<file path="src/common/amtp_cfg.svh">
// Offsets, field positions, reset values and codes of the mode and pattern registers.
//
// How it works
// Bit 14 merges two pairs onto one
// Register 1 bit 6 enables serial link
// Register 1 bit 5 disables parallel lanes
// Register 1 bit 0 powers everything down
// Mode select bits are 7, 4, 2
// Codes 111/011/000 give 8/16/32 inputs
// Software avoids serial link in 8-input mode
// Register 2 bits 15-13 pick frame pattern
// Register 2 bits 9-7 pick data pattern
// Pattern codes decode to eight named patterns
// Software sets custom or ramp before PRBS
// Register 2 bit 12 selects low latency
// Register 2 bit 11 enables two-channel averaging
// Register 2 bit 10 puts PRBS on frame
// Register 2 bit 6 puts PRBS on data
// Eight-bit sample delay starts offset correction
// Software writes zero to reserved bits
`ifndef AMTP_CFG_SVH
`define AMTP_CFG_SVH

// ----------------------------------------------------------------------------
// Register offsets
// ----------------------------------------------------------------------------
`define AMTP_ADDR_MODE        8'h01
`define AMTP_ADDR_PATTERN     8'h02
`define AMTP_ADDR_DELAY_HI    8'h03

// ----------------------------------------------------------------------------
// Reset values and writable masks
// ----------------------------------------------------------------------------
`define AMTP_RESET_VALUE      16'h0000
`define AMTP_MASK_MODE        16'h40F5
`define AMTP_MASK_PATTERN     16'hFFFF
`define AMTP_MASK_DELAY_HI    16'h0600

// ----------------------------------------------------------------------------
// Field positions, register 1
// ----------------------------------------------------------------------------
`define AMTP_BIT_DOUBLE_RATE  14
`define AMTP_BIT_MODE_SEL2    7
`define AMTP_BIT_SERIAL_EN    6
`define AMTP_BIT_LANES_DIS    5
`define AMTP_BIT_MODE_SEL1    4
`define AMTP_BIT_MODE_SEL0    2
`define AMTP_BIT_POWER_DOWN   0

// ----------------------------------------------------------------------------
// Field positions, registers 2 and 3
// ----------------------------------------------------------------------------
`define AMTP_FRAME_PAT_HI     15
`define AMTP_FRAME_PAT_LO     13
`define AMTP_BIT_LOW_LATENCY  12
`define AMTP_BIT_AVERAGING    11
`define AMTP_BIT_FRAME_PRBS   10
`define AMTP_DATA_PAT_HI      9
`define AMTP_DATA_PAT_LO      7
`define AMTP_BIT_DATA_PRBS    6
`define AMTP_DELAY_LO_HI      5
`define AMTP_DELAY_LO_LO      0
`define AMTP_DELAY_HI_HI      10
`define AMTP_DELAY_HI_LO      9

// ----------------------------------------------------------------------------
// Input mode codes
// ----------------------------------------------------------------------------
`define AMTP_MODE_CODE_8      3'h7
`define AMTP_MODE_CODE_16     3'h3
`define AMTP_MODE_CODE_32     3'h0

`endif

</file>
<file path="src/common/amtp_pkg.sv">
// Types shared by the mode and pattern configuration block.
package amtp_pkg;

  // Test pattern driven on a line, encoded as the 3-bit register code.
  typedef enum logic [2:0] {
    AMTP_PAT_NORMAL = 3'h0,
    AMTP_PAT_SYNC   = 3'h1,
    AMTP_PAT_DESKEW = 3'h2,
    AMTP_PAT_CUSTOM = 3'h3,
    AMTP_PAT_ONES   = 3'h4,
    AMTP_PAT_TOGGLE = 3'h5,
    AMTP_PAT_ZEROS  = 3'h6,
    AMTP_PAT_RAMP   = 3'h7
  } amtp_pattern_e;

  // Decoded input mode, one-hot, with a code for unlisted selections.
  typedef enum logic [3:0] {
    AMTP_MODE_32      = 4'b0001,
    AMTP_MODE_16      = 4'b0010,
    AMTP_MODE_8       = 4'b0100,
    AMTP_MODE_INVALID = 4'b1000
  } amtp_input_mode_e;

  // States of the offset correction start timer.
  typedef enum logic [1:0] {
    AMTP_DLY_IDLE = 2'b01,
    AMTP_DLY_WAIT = 2'b10
  } amtp_delay_state_e;

endpackage

</file>
<file path="src/hdl/amtp_top.sv">
// Mode, interface, test pattern and offset delay configuration registers.
`timescale 1ns/1ns
`include "amtp_cfg.svh"

module amtp_top #(
  parameter int ADDR_W = 8
) (
  // Clock and reset
  input  wire logic              ref_clk_i,
  input  wire logic              reset_n_i,
  // Register port from the serial control decoder
  input  wire logic              reg_wr_i,
  input  wire logic              reg_rd_i,
  input  wire logic [ADDR_W-1:0] reg_addr_i,
  input  wire logic [15:0]       reg_wdata_i,
  output logic      [15:0]       reg_rdata_o,
  output logic                   reg_rvalid_o,
  // Sample timing and trigger pin
  input  wire logic              sample_tick_i,
  input  wire logic              transmit_trigger_i,
  // Interface and power controls
  output logic                   double_rate_pair_merge_o,
  output logic                   serial_link_enable_o,
  output logic                   parallel_lanes_disable_o,
  output logic                   full_power_down_o,
  output logic [3:0]             input_mode_o,
  output logic                   mode_conflict_o,
  // Test pattern and processing controls
  output logic [2:0]             frame_line_pattern_code_o,
  output logic [2:0]             data_line_pattern_code_o,
  output logic                   frame_line_prbs_enable_o,
  output logic                   all_data_prbs_enable_o,
  output logic                   low_latency_o,
  output logic                   two_channel_averaging_o,
  // Offset correction
  output logic [7:0]             offset_fix_start_delay_o,
  output logic                   offset_fix_start_o,
  output logic                   offset_fix_pending_o
);

  // ----------------------------------------------------------------------------
  // Register storage
  // ----------------------------------------------------------------------------
  logic [15:0] mode_reg_r;      // Input mode, interfaces and power-down.
  logic [15:0] pattern_reg_r;   // Patterns, latency, averaging, low delay bits.
  logic [15:0] delay_hi_reg_r;  // Only the top two delay bits are held here.

  // Write strobes, one per register.
  logic wr_mode;
  logic wr_pattern;
  logic wr_delay_hi;

  assign wr_mode     = reg_wr_i && (reg_addr_i == ADDR_W'(`AMTP_ADDR_MODE));
  assign wr_pattern  = reg_wr_i && (reg_addr_i == ADDR_W'(`AMTP_ADDR_PATTERN));
  assign wr_delay_hi = reg_wr_i && (reg_addr_i == ADDR_W'(`AMTP_ADDR_DELAY_HI));

  // Register 1. Reserved bits are masked off, so a careless nonzero write
  // cannot reach any decoded control and they always read back as zero.
  always_ff @(posedge ref_clk_i or negedge reset_n_i) begin
    if (!reset_n_i) begin
      mode_reg_r <= `AMTP_RESET_VALUE;
    end else if (wr_mode) begin
      mode_reg_r <= reg_wdata_i & `AMTP_MASK_MODE;
    end
  end

  // Register 2. Every bit is a field, so the whole word is kept.
  always_ff @(posedge ref_clk_i or negedge reset_n_i) begin
    if (!reset_n_i) begin
      pattern_reg_r <= `AMTP_RESET_VALUE;
    end else if (wr_pattern) begin
      pattern_reg_r <= reg_wdata_i & `AMTP_MASK_PATTERN;
    end
  end

  // Register 3. Only the offset delay top bits belong to this block; the
  // rest of that register is owned elsewhere and reads zero here.
  always_ff @(posedge ref_clk_i or negedge reset_n_i) begin
    if (!reset_n_i) begin
      delay_hi_reg_r <= `AMTP_RESET_VALUE;
    end else if (wr_delay_hi) begin
      delay_hi_reg_r <= reg_wdata_i & `AMTP_MASK_DELAY_HI;
    end
  end

  // ----------------------------------------------------------------------------
  // Read-back
  // ----------------------------------------------------------------------------
  // Reads answer one cycle after the request; unmapped offsets read zero.
  always_ff @(posedge ref_clk_i or negedge reset_n_i) begin
    if (!reset_n_i) begin
      reg_rdata_o  <= 16'h0000;
      reg_rvalid_o <= 1'b0;
    end else begin
      reg_rvalid_o <= reg_rd_i;
      if (reg_rd_i) begin
        if (reg_addr_i == ADDR_W'(`AMTP_ADDR_MODE)) begin
          reg_rdata_o <= mode_reg_r;
        end else if (reg_addr_i == ADDR_W'(`AMTP_ADDR_PATTERN)) begin
          reg_rdata_o <= pattern_reg_r;
        end else if (reg_addr_i == ADDR_W'(`AMTP_ADDR_DELAY_HI)) begin
          reg_rdata_o <= delay_hi_reg_r;
        end else begin
          reg_rdata_o <= 16'h0000;
        end
      end
    end
  end

  // ----------------------------------------------------------------------------
  // Field extraction
  // ----------------------------------------------------------------------------
  logic [2:0] mode_code;   // Select bits gathered most significant first.
  logic [7:0] delay_full;  // Full offset correction delay.

  assign mode_code = {mode_reg_r[`AMTP_BIT_MODE_SEL2],
                      mode_reg_r[`AMTP_BIT_MODE_SEL1],
                      mode_reg_r[`AMTP_BIT_MODE_SEL0]};

  assign delay_full = {delay_hi_reg_r[`AMTP_DELAY_HI_HI:`AMTP_DELAY_HI_LO],
                       pattern_reg_r[`AMTP_DELAY_LO_HI:`AMTP_DELAY_LO_LO]};

  // Input mode decode. Codes outside the three listed ones are flagged as
  // invalid rather than guessed, so downstream logic can hold off.
  amtp_pkg::amtp_input_mode_e mode_dec;

  always_comb begin
    unique case (mode_code)
      `AMTP_MODE_CODE_8:  mode_dec = amtp_pkg::AMTP_MODE_8;
      `AMTP_MODE_CODE_16: mode_dec = amtp_pkg::AMTP_MODE_16;
      `AMTP_MODE_CODE_32: mode_dec = amtp_pkg::AMTP_MODE_32;
      default:            mode_dec = amtp_pkg::AMTP_MODE_INVALID;
    endcase
  end

  // ----------------------------------------------------------------------------
  // Interface and power controls
  // ----------------------------------------------------------------------------
  // Controls follow the registers with one cycle of lag so that every
  // output leaves a flip-flop.
  always_ff @(posedge ref_clk_i or negedge reset_n_i) begin
    if (!reset_n_i) begin
      double_rate_pair_merge_o <= 1'b0;
      serial_link_enable_o     <= 1'b0;
      parallel_lanes_disable_o <= 1'b0;
      full_power_down_o        <= 1'b0;
      input_mode_o             <= amtp_pkg::AMTP_MODE_32;
    end else begin
      double_rate_pair_merge_o <= mode_reg_r[`AMTP_BIT_DOUBLE_RATE];
      serial_link_enable_o     <= mode_reg_r[`AMTP_BIT_SERIAL_EN];
      parallel_lanes_disable_o <= mode_reg_r[`AMTP_BIT_LANES_DIS];
      full_power_down_o        <= mode_reg_r[`AMTP_BIT_POWER_DOWN];
      input_mode_o             <= mode_dec;
    end
  end

  // The serial link is not supported with 8 inputs. Software must not ask for
  // it; the block only reports the conflict and leaves the enable as written.
  always_ff @(posedge ref_clk_i or negedge reset_n_i) begin
    if (!reset_n_i) begin
      mode_conflict_o <= 1'b0;
    end else begin
      mode_conflict_o <= mode_reg_r[`AMTP_BIT_SERIAL_EN] &&
                         (mode_dec == amtp_pkg::AMTP_MODE_8);
    end
  end

  // ----------------------------------------------------------------------------
  // Test patterns and processing
  // ----------------------------------------------------------------------------
  // The pattern codes pass out as their 3-bit encoding, whose values are the
  // pattern enum of the package.
  always_ff @(posedge ref_clk_i or negedge reset_n_i) begin
    if (!reset_n_i) begin
      frame_line_pattern_code_o <= amtp_pkg::AMTP_PAT_NORMAL;
      data_line_pattern_code_o  <= amtp_pkg::AMTP_PAT_NORMAL;
      frame_line_prbs_enable_o  <= 1'b0;
      all_data_prbs_enable_o    <= 1'b0;
      low_latency_o             <= 1'b0;
      two_channel_averaging_o   <= 1'b0;
    end else begin
      frame_line_pattern_code_o <=
        pattern_reg_r[`AMTP_FRAME_PAT_HI:`AMTP_FRAME_PAT_LO];
      data_line_pattern_code_o  <=
        pattern_reg_r[`AMTP_DATA_PAT_HI:`AMTP_DATA_PAT_LO];
      frame_line_prbs_enable_o  <= pattern_reg_r[`AMTP_BIT_FRAME_PRBS];
      all_data_prbs_enable_o    <= pattern_reg_r[`AMTP_BIT_DATA_PRBS];
      low_latency_o             <= pattern_reg_r[`AMTP_BIT_LOW_LATENCY];
      two_channel_averaging_o   <= pattern_reg_r[`AMTP_BIT_AVERAGING];
    end
  end

  // ----------------------------------------------------------------------------
  // Offset correction start
  // ----------------------------------------------------------------------------
  // The trigger is a pin, so it passes two flops before the edge detector.
  logic trig_meta_r;  // First synchroniser stage.
  logic trig_sync_r;  // Second synchroniser stage.
  logic trig_prev_r;  // Previous synchronised level for edge detect.
  logic trig_rise;    // One-cycle pulse on a rising trigger.

  always_ff @(posedge ref_clk_i or negedge reset_n_i) begin
    if (!reset_n_i) begin
      trig_meta_r <= 1'b0;
      trig_sync_r <= 1'b0;
      trig_prev_r <= 1'b0;
    end else begin
      trig_meta_r <= transmit_trigger_i;
      trig_sync_r <= trig_meta_r;
      trig_prev_r <= trig_sync_r;
    end
  end

  assign trig_rise = trig_sync_r && !trig_prev_r;

  // Delay value mirrored out for the correction engine.
  always_ff @(posedge ref_clk_i or negedge reset_n_i) begin
    if (!reset_n_i) begin
      offset_fix_start_delay_o <= 8'h00;
    end else begin
      offset_fix_start_delay_o <= delay_full;
    end
  end

  // Timer is held off in full power-down, when nothing converts.
  amtp_trig_delay #(
    .DELAY_W (8)
  ) u_trig_delay (
    .ref_clk_i      (ref_clk_i),
    .reset_n_i      (reset_n_i),
    .trigger_rise_i (trig_rise),
    .sample_tick_i  (sample_tick_i),
    .enable_i       (!mode_reg_r[`AMTP_BIT_POWER_DOWN]),
    .delay_i        (delay_full),
    .start_o        (offset_fix_start_o),
    .busy_o         (offset_fix_pending_o)
  );

endmodule

</file>
<file path="src/hdl/amtp_trig_delay.sv">
// Timer that starts offset correction a set number of samples after the trigger.
`timescale 1ns/1ns
`include "amtp_cfg.svh"

module amtp_trig_delay #(
  parameter int DELAY_W = 8
) (
  // Clock and reset
  input  wire logic               ref_clk_i,
  input  wire logic               reset_n_i,
  // Control
  input  wire logic               trigger_rise_i,
  input  wire logic               sample_tick_i,
  input  wire logic               enable_i,
  input  wire logic [DELAY_W-1:0] delay_i,
  // Result
  output logic                    start_o,
  output logic                    busy_o
);

  // ----------------------------------------------------------------------------
  // State
  // ----------------------------------------------------------------------------
  amtp_pkg::amtp_delay_state_e state_r;   // Timer state.
  logic [DELAY_W-1:0]          remain_r;  // Sample periods still to wait.

  // Trigger loads the delay; each sample tick counts one down. A trigger
  // during a wait restarts it, since only the latest pulse is meaningful.
  always_ff @(posedge ref_clk_i or negedge reset_n_i) begin
    if (!reset_n_i) begin
      state_r  <= amtp_pkg::AMTP_DLY_IDLE;
      remain_r <= '0;
      start_o  <= 1'b0;
    end else begin
      start_o <= 1'b0;
      if (!enable_i) begin
        // Power-down abandons any pending start.
        state_r <= amtp_pkg::AMTP_DLY_IDLE;
      end else if (trigger_rise_i) begin
        remain_r <= delay_i;
        state_r  <= amtp_pkg::AMTP_DLY_WAIT;
      end else begin
        unique case (state_r)
          amtp_pkg::AMTP_DLY_IDLE: begin
            remain_r <= remain_r;
          end
          amtp_pkg::AMTP_DLY_WAIT: begin
            // A zero delay starts on the first tick after the trigger.
            if (sample_tick_i) begin
              if (remain_r == '0) begin
                start_o <= 1'b1;
                state_r <= amtp_pkg::AMTP_DLY_IDLE;
              end else begin
                remain_r <= remain_r - 1'b1;
              end
            end
          end
          default: begin
            state_r <= amtp_pkg::AMTP_DLY_IDLE;
          end
        endcase
      end
    end
  end

  // Busy flag, registered so it shows the wait from the cycle after the trigger.
  always_ff @(posedge ref_clk_i or negedge reset_n_i) begin
    if (!reset_n_i) begin
      busy_o <= 1'b0;
    end else begin
      busy_o <= enable_i && (trigger_rise_i ||
                (state_r == amtp_pkg::AMTP_DLY_WAIT &&
                 !(sample_tick_i && remain_r == '0)));
    end
  end

endmodule

</file>
<file path="config.mk">
export PLATFORM = sky130hd
export DESIGN_NAME = amtp_top
export DESIGN_NICKNAME = d
export VERILOG_FILES = /design/src/common/amtp_pkg.sv /design/src/hdl/amtp_top.sv /design/src/hdl/amtp_trig_delay.sv
export VERILOG_INCLUDE_DIRS = /design/src /design/src/common
export SDC_FILE = /design/constraint.sdc
export NUM_CORES = 1
export LEC_CHECK = 0
export BUFFER_PORTS_ARGS = -buffer_cell sky130_fd_sc_hd__buf_4
export CORE_UTILIZATION = 45
export CTS_CLUSTER_DIAMETER = 100
export DETAILED_ROUTE_END_ITERATION = 10
export PLACE_DENSITY = 0.81
export SYNTH_ARGS = -nofsm -noshare
export SYNTH_HDL_FRONTEND = slang
export SYNTH_SLANG_ARGS = --single-unit
</file>
<file path="constraint.sdc">
create_clock -name ref_clk_i -period 1.8 [get_ports ref_clk_i]
set_clock_uncertainty 0.15 [all_clocks]
set_input_delay 0.27 -clock ref_clk_i [delete_from_list [all_inputs] [get_ports ref_clk_i]]
set_output_delay 0.27 -clock ref_clk_i [all_outputs]
set_load 0.005 [all_outputs]
</file>
==> impl_metrics.ini <==
[power]
leakage_power_nw = 2.19
power_per_cell_area_nw_per_um2 = 946
internal-power_mw = 3.06
pwr-share-clk_pct = 33.3
power.switching_fraction_pct = 26.8
p_comb_share_pct = 15.7
p_seq_share_pct = 50.9
power.ir.vdd_worst_mv = 0.486
p_switching_mw = 1.12

[floorplan]
initial_core_util_pct = 47.0
std_cell_rows = 30
dieArea_um2 = 7520
core_region_area_um2 = 6870
die_w_um = 86.7
top_level_ports = 76
die_h_um = 86.7

[run]
cap_violations = 0

[clock_network]
clk_path_buf_depth = 2
cts.reportedPaths.clkPinSlew_ns = 0.08
cts_tree = done
clkLatencyLatePin_ns = 0.35
cts_root_buffer = sky130_fd_sc_hd__clkbuf_8
cts_sinks = 84
cts.htree.levels = 3
number_of_clock_buffers_inserted_by_tritoncts = 9

[placement]
placed_instance_area_um2 = 3980
dp_slack_ns = -0.129
place.detailed.instances = 422
detailedPlacementHpwl_um = 4680
port_buffers = 75
routabilityCongestion = 0.852

[final_layout]
fin_nets = 388
multi_input_comb_area_um2 = 1090
ff_latch_area_um2 = 2100
layout-area-overhead-vs-synth_pct = 37.0
layout_filler_cell_count = 522
post_route_cells_drive_above_1_share_pct = 43.8
design_area_um2 = 4420
antenna_cells_inserted = 0
finalNonFillerCells = 457

[setup_path]
critical_path.endpoint_type = register
worstPathRequired_ns = 1.93
critical_path_peak_fanout = 3
setup_crit_start_kind = register
cp_data_arrival_time_ns = 1.96
timing.reg2reg.worst_path_depth = 6
worstSetupPathType = register to register
endpoint_of_the_most_critical_register_to_register_path = u_trig_delay.remain_r[6]$_DFFE_PN0P_
ff2ff_setup_slack_ns = -0.03
critical_path.reg2reg.startpoint = u_trig_delay.remain_r[1]$_DFFE_PN0P_

[routing]
ratio_of_routed_vias_to_standard_cells = 5.08
drc = 0
antenna_left = 0
detail_route.iter0.violations = 123
wire_per_inst_um = 15.5
wl_um = 7070
detailroute.via_count = 2323
detailedRoute.firstPassIterationCount = 4

[sta]
timing.final.ws_setup_ns = -0.0296
setup-tns-final_ns = -0.0296
period_needed_ns = 1.83
maxSlewHeadroom_pct = 69.9
max_freq_mhz = 547
report.final.slew_viol_count = 0
fin_crit_sh_pct = 102
finalSetupViolations = 1
grt_setup_unrepaired = yes
tightestPinTransition_ns = 0.451
report.final.hold_viol_count = 0

[logic_synthesis]
synth_top_family_by_area = multiplexers
netlist.top_cell.by_area = sky130_fd_sc_hd__dfrtp_1
synth_cell_types = 44
muxShareOfSynthArea_pct = 10.6
synthMostInstantiatedCell = sky130_fd_sc_hd__dfrtp_1
number_of_instances_in_the_synthesized_netlist = 247
most_numerous_cell_types_in_the_synthesized_netlist = sky130_fd_sc_hd__dfrtp_1 (82), sky130_fd_sc_hd__nor2_1 (18), sky130_fd_sc_hd__mux2_2 (17), sky130_fd_sc_hd__a21oi_1 (15), sky130_fd_sc_hd__inv_1 (13)
synthesis.area_um2 = 3230
yosys-top-cells-area = sky130_fd_sc_hd__dfrtp_1 (64%), sky130_fd_sc_hd__mux2_2 (5.9%), sky130_fd_sc_hd__mux2_4 (4.6%)
synth.yosys.seq_area_share_pct = 65.2
synthArstFlopShare_pct = 100
synth_area_per_cell_um2 = 13.1
synth_simple_gate_area_share_pct = 10.3
post_synth_edffs = 0
ys_seq_elements = 84
post_synthesis_share_of_cell_area_spent_on_xor_and_xnor_gates_pct = 0
postSynthNetCount = 279
synth-compound-area-share_pct = 9.76
ys.warnings.count = 0
synth_ff_type = sky130_fd_sc_hd__dfrtp_1
synth.top_cell.area_share_pct = 63.5
yosys.area_share.adder_pct = 0.775

[min_path]
worstHoldEndpoint = pattern_reg_r[4]$_DFFE_PN0P_
min_from = reg_wdata_i[4]
timing.hold.worst.class = input pin to register
holdPathStages = 2

[outcome]
failed_checks = negative setup slack
outcome = finished with violations

[global_routing]
grt_max_degree = 42
track_usage_pct = 20.6
first_global_vias = 2326
grt_first_pass_wirelength_um = 11500
globalRoute.totalOverflow = 0
grt_antenna_before_repair = 0
logic make-up (layout without fill, tap and decap cells):
family	Yosys count	count (layout)
buf+inv	24	137
flops	84	84
compound gates	50	51
mux	27	27
simple gates	60	60
fa+ha+maj	2	2
cell usage in the layout (no fill, tap or decap), drive strengths merged, types with 6 or more instances in the layout:
cell type / count
buf: 95
inv: 15
nand3: 10
dfrtp: 82
mux2: 27
clkbuf: 10
dlygate4sd3: 13
o21ai: 11
nor3: 6
nand2: 10
nor2: 18
a21oi: 15
a22oi: 7
critical path, stage by stage (launching register included):
cell,delay (ns)
sky130_fd_sc_hd__dfrtp_1,0.41
sky130_fd_sc_hd__inv_2,0.11
sky130_fd_sc_hd__ha_4,0.14
sky130_fd_sc_hd__or4b_4,0.49
sky130_fd_sc_hd__o21ai_2,0.12
sky130_fd_sc_hd__a21boi_2,0.18
sky130_fd_sc_hd__a2bb2oi_2,0.16
sequential cells by signal, indices dropped and copies added (netlist names), 2 cells and up:
| signal | cells |
|---|---|
| data_line_pattern_code_o | 3 |
| delay_hi_reg_r | 2 |
| frame_line_pattern_code_o | 3 |
| input_mode_o | 4 |
| mode_reg_r | 7 |
| offset_fix_start_delay_o | 8 |
| pattern_reg_r | 16 |
| reg_rdata_o | 16 |
| u_trig_delay.remain_r | 8 |
| u_trig_delay.state_r | 2 |
cell type report:
type | instances | share of cell area [%]
multi-input combinational | 140 | 24.6
sequential | 84 | 47.6
timing repair buffer | 108 | 19.3
clock inverter | 6 | 1.58
tap | 96 | 2.71
clock buffer | 10 | 3.11
inverter | 13 | 1.10
per-layer routing:
metal	GRT usage (%)	wire, um	vias up
met1	28.1	3110	1132
met2	32.9	3460	79
li1	-	-	1094
met5	0	0	-
met3	3.62	307	18
met4	8.79	184	0
through the flow:
stage               hold WS, ns  utilization (%)  power, mW
floorplan                -0.176                -       2.37
global placement         0.0295             57.9       2.68
detailed placement       0.0316             57.9       2.70
CTS                    0.000470             63.4       4.16
global route            0.00183             64.4       4.39
finish                   0.0121             64.4       4.18
how the worst max path moves through the flow:
| stage | start | end | slack (ns) |
|---|---|---|---|
| 3_3_place_gp | u_trig_delay.remain_r[1]$_DFFE_PN0P_ | u_trig_delay.remain_r[6]$_DFFE_PN0P_ | -0.07 |
| 6_report | u_trig_delay.remain_r[1]$_DFFE_PN0P_ | u_trig_delay.remain_r[6]$_DFFE_PN0P_ | -0.03 |
| 5_1_grt | u_trig_delay.remain_r[0]$_DFFE_PN0P_ | u_trig_delay.remain_r[6]$_DFFE_PN0P_ | -0.11 |
| 2_1_floorplan | u_trig_delay.remain_r[1]$_DFFE_PN0P_ | u_trig_delay.remain_r[6]$_DFFE_PN0P_ | 0.006 |
| 3_5_place_dp | u_trig_delay.remain_r[1]$_DFFE_PN0P_ | u_trig_delay.remain_r[6]$_DFFE_PN0P_ | -0.13 |
| 4_1_cts | u_trig_delay.remain_r[0]$_DFFE_PN0P_ | u_trig_delay.remain_r[6]$_DFFE_PN0P_ | -0.003 |
power groups by stage:
stage                     sequential, mW  clock, mW  combinational [mW]
after global placement              2.15          0               0.538
after floorplan                     2.14          0               0.233
final                               2.13       1.39               0.659
after detailed placement            2.15          0               0.553
after global routing                2.15       1.51               0.730
after CTS                           2.12       1.41               0.624
timing repair:
action,4_1_cts,5_1_grt
endpoints found under the setup margin,9,11
buffers inserted,2,3
endpoints found under the hold margin,71,2
hold buffers,11,2
cloned,1,0
resized for setup,10,5
pin swaps,3,4
(Power assumes the default switching activity.)
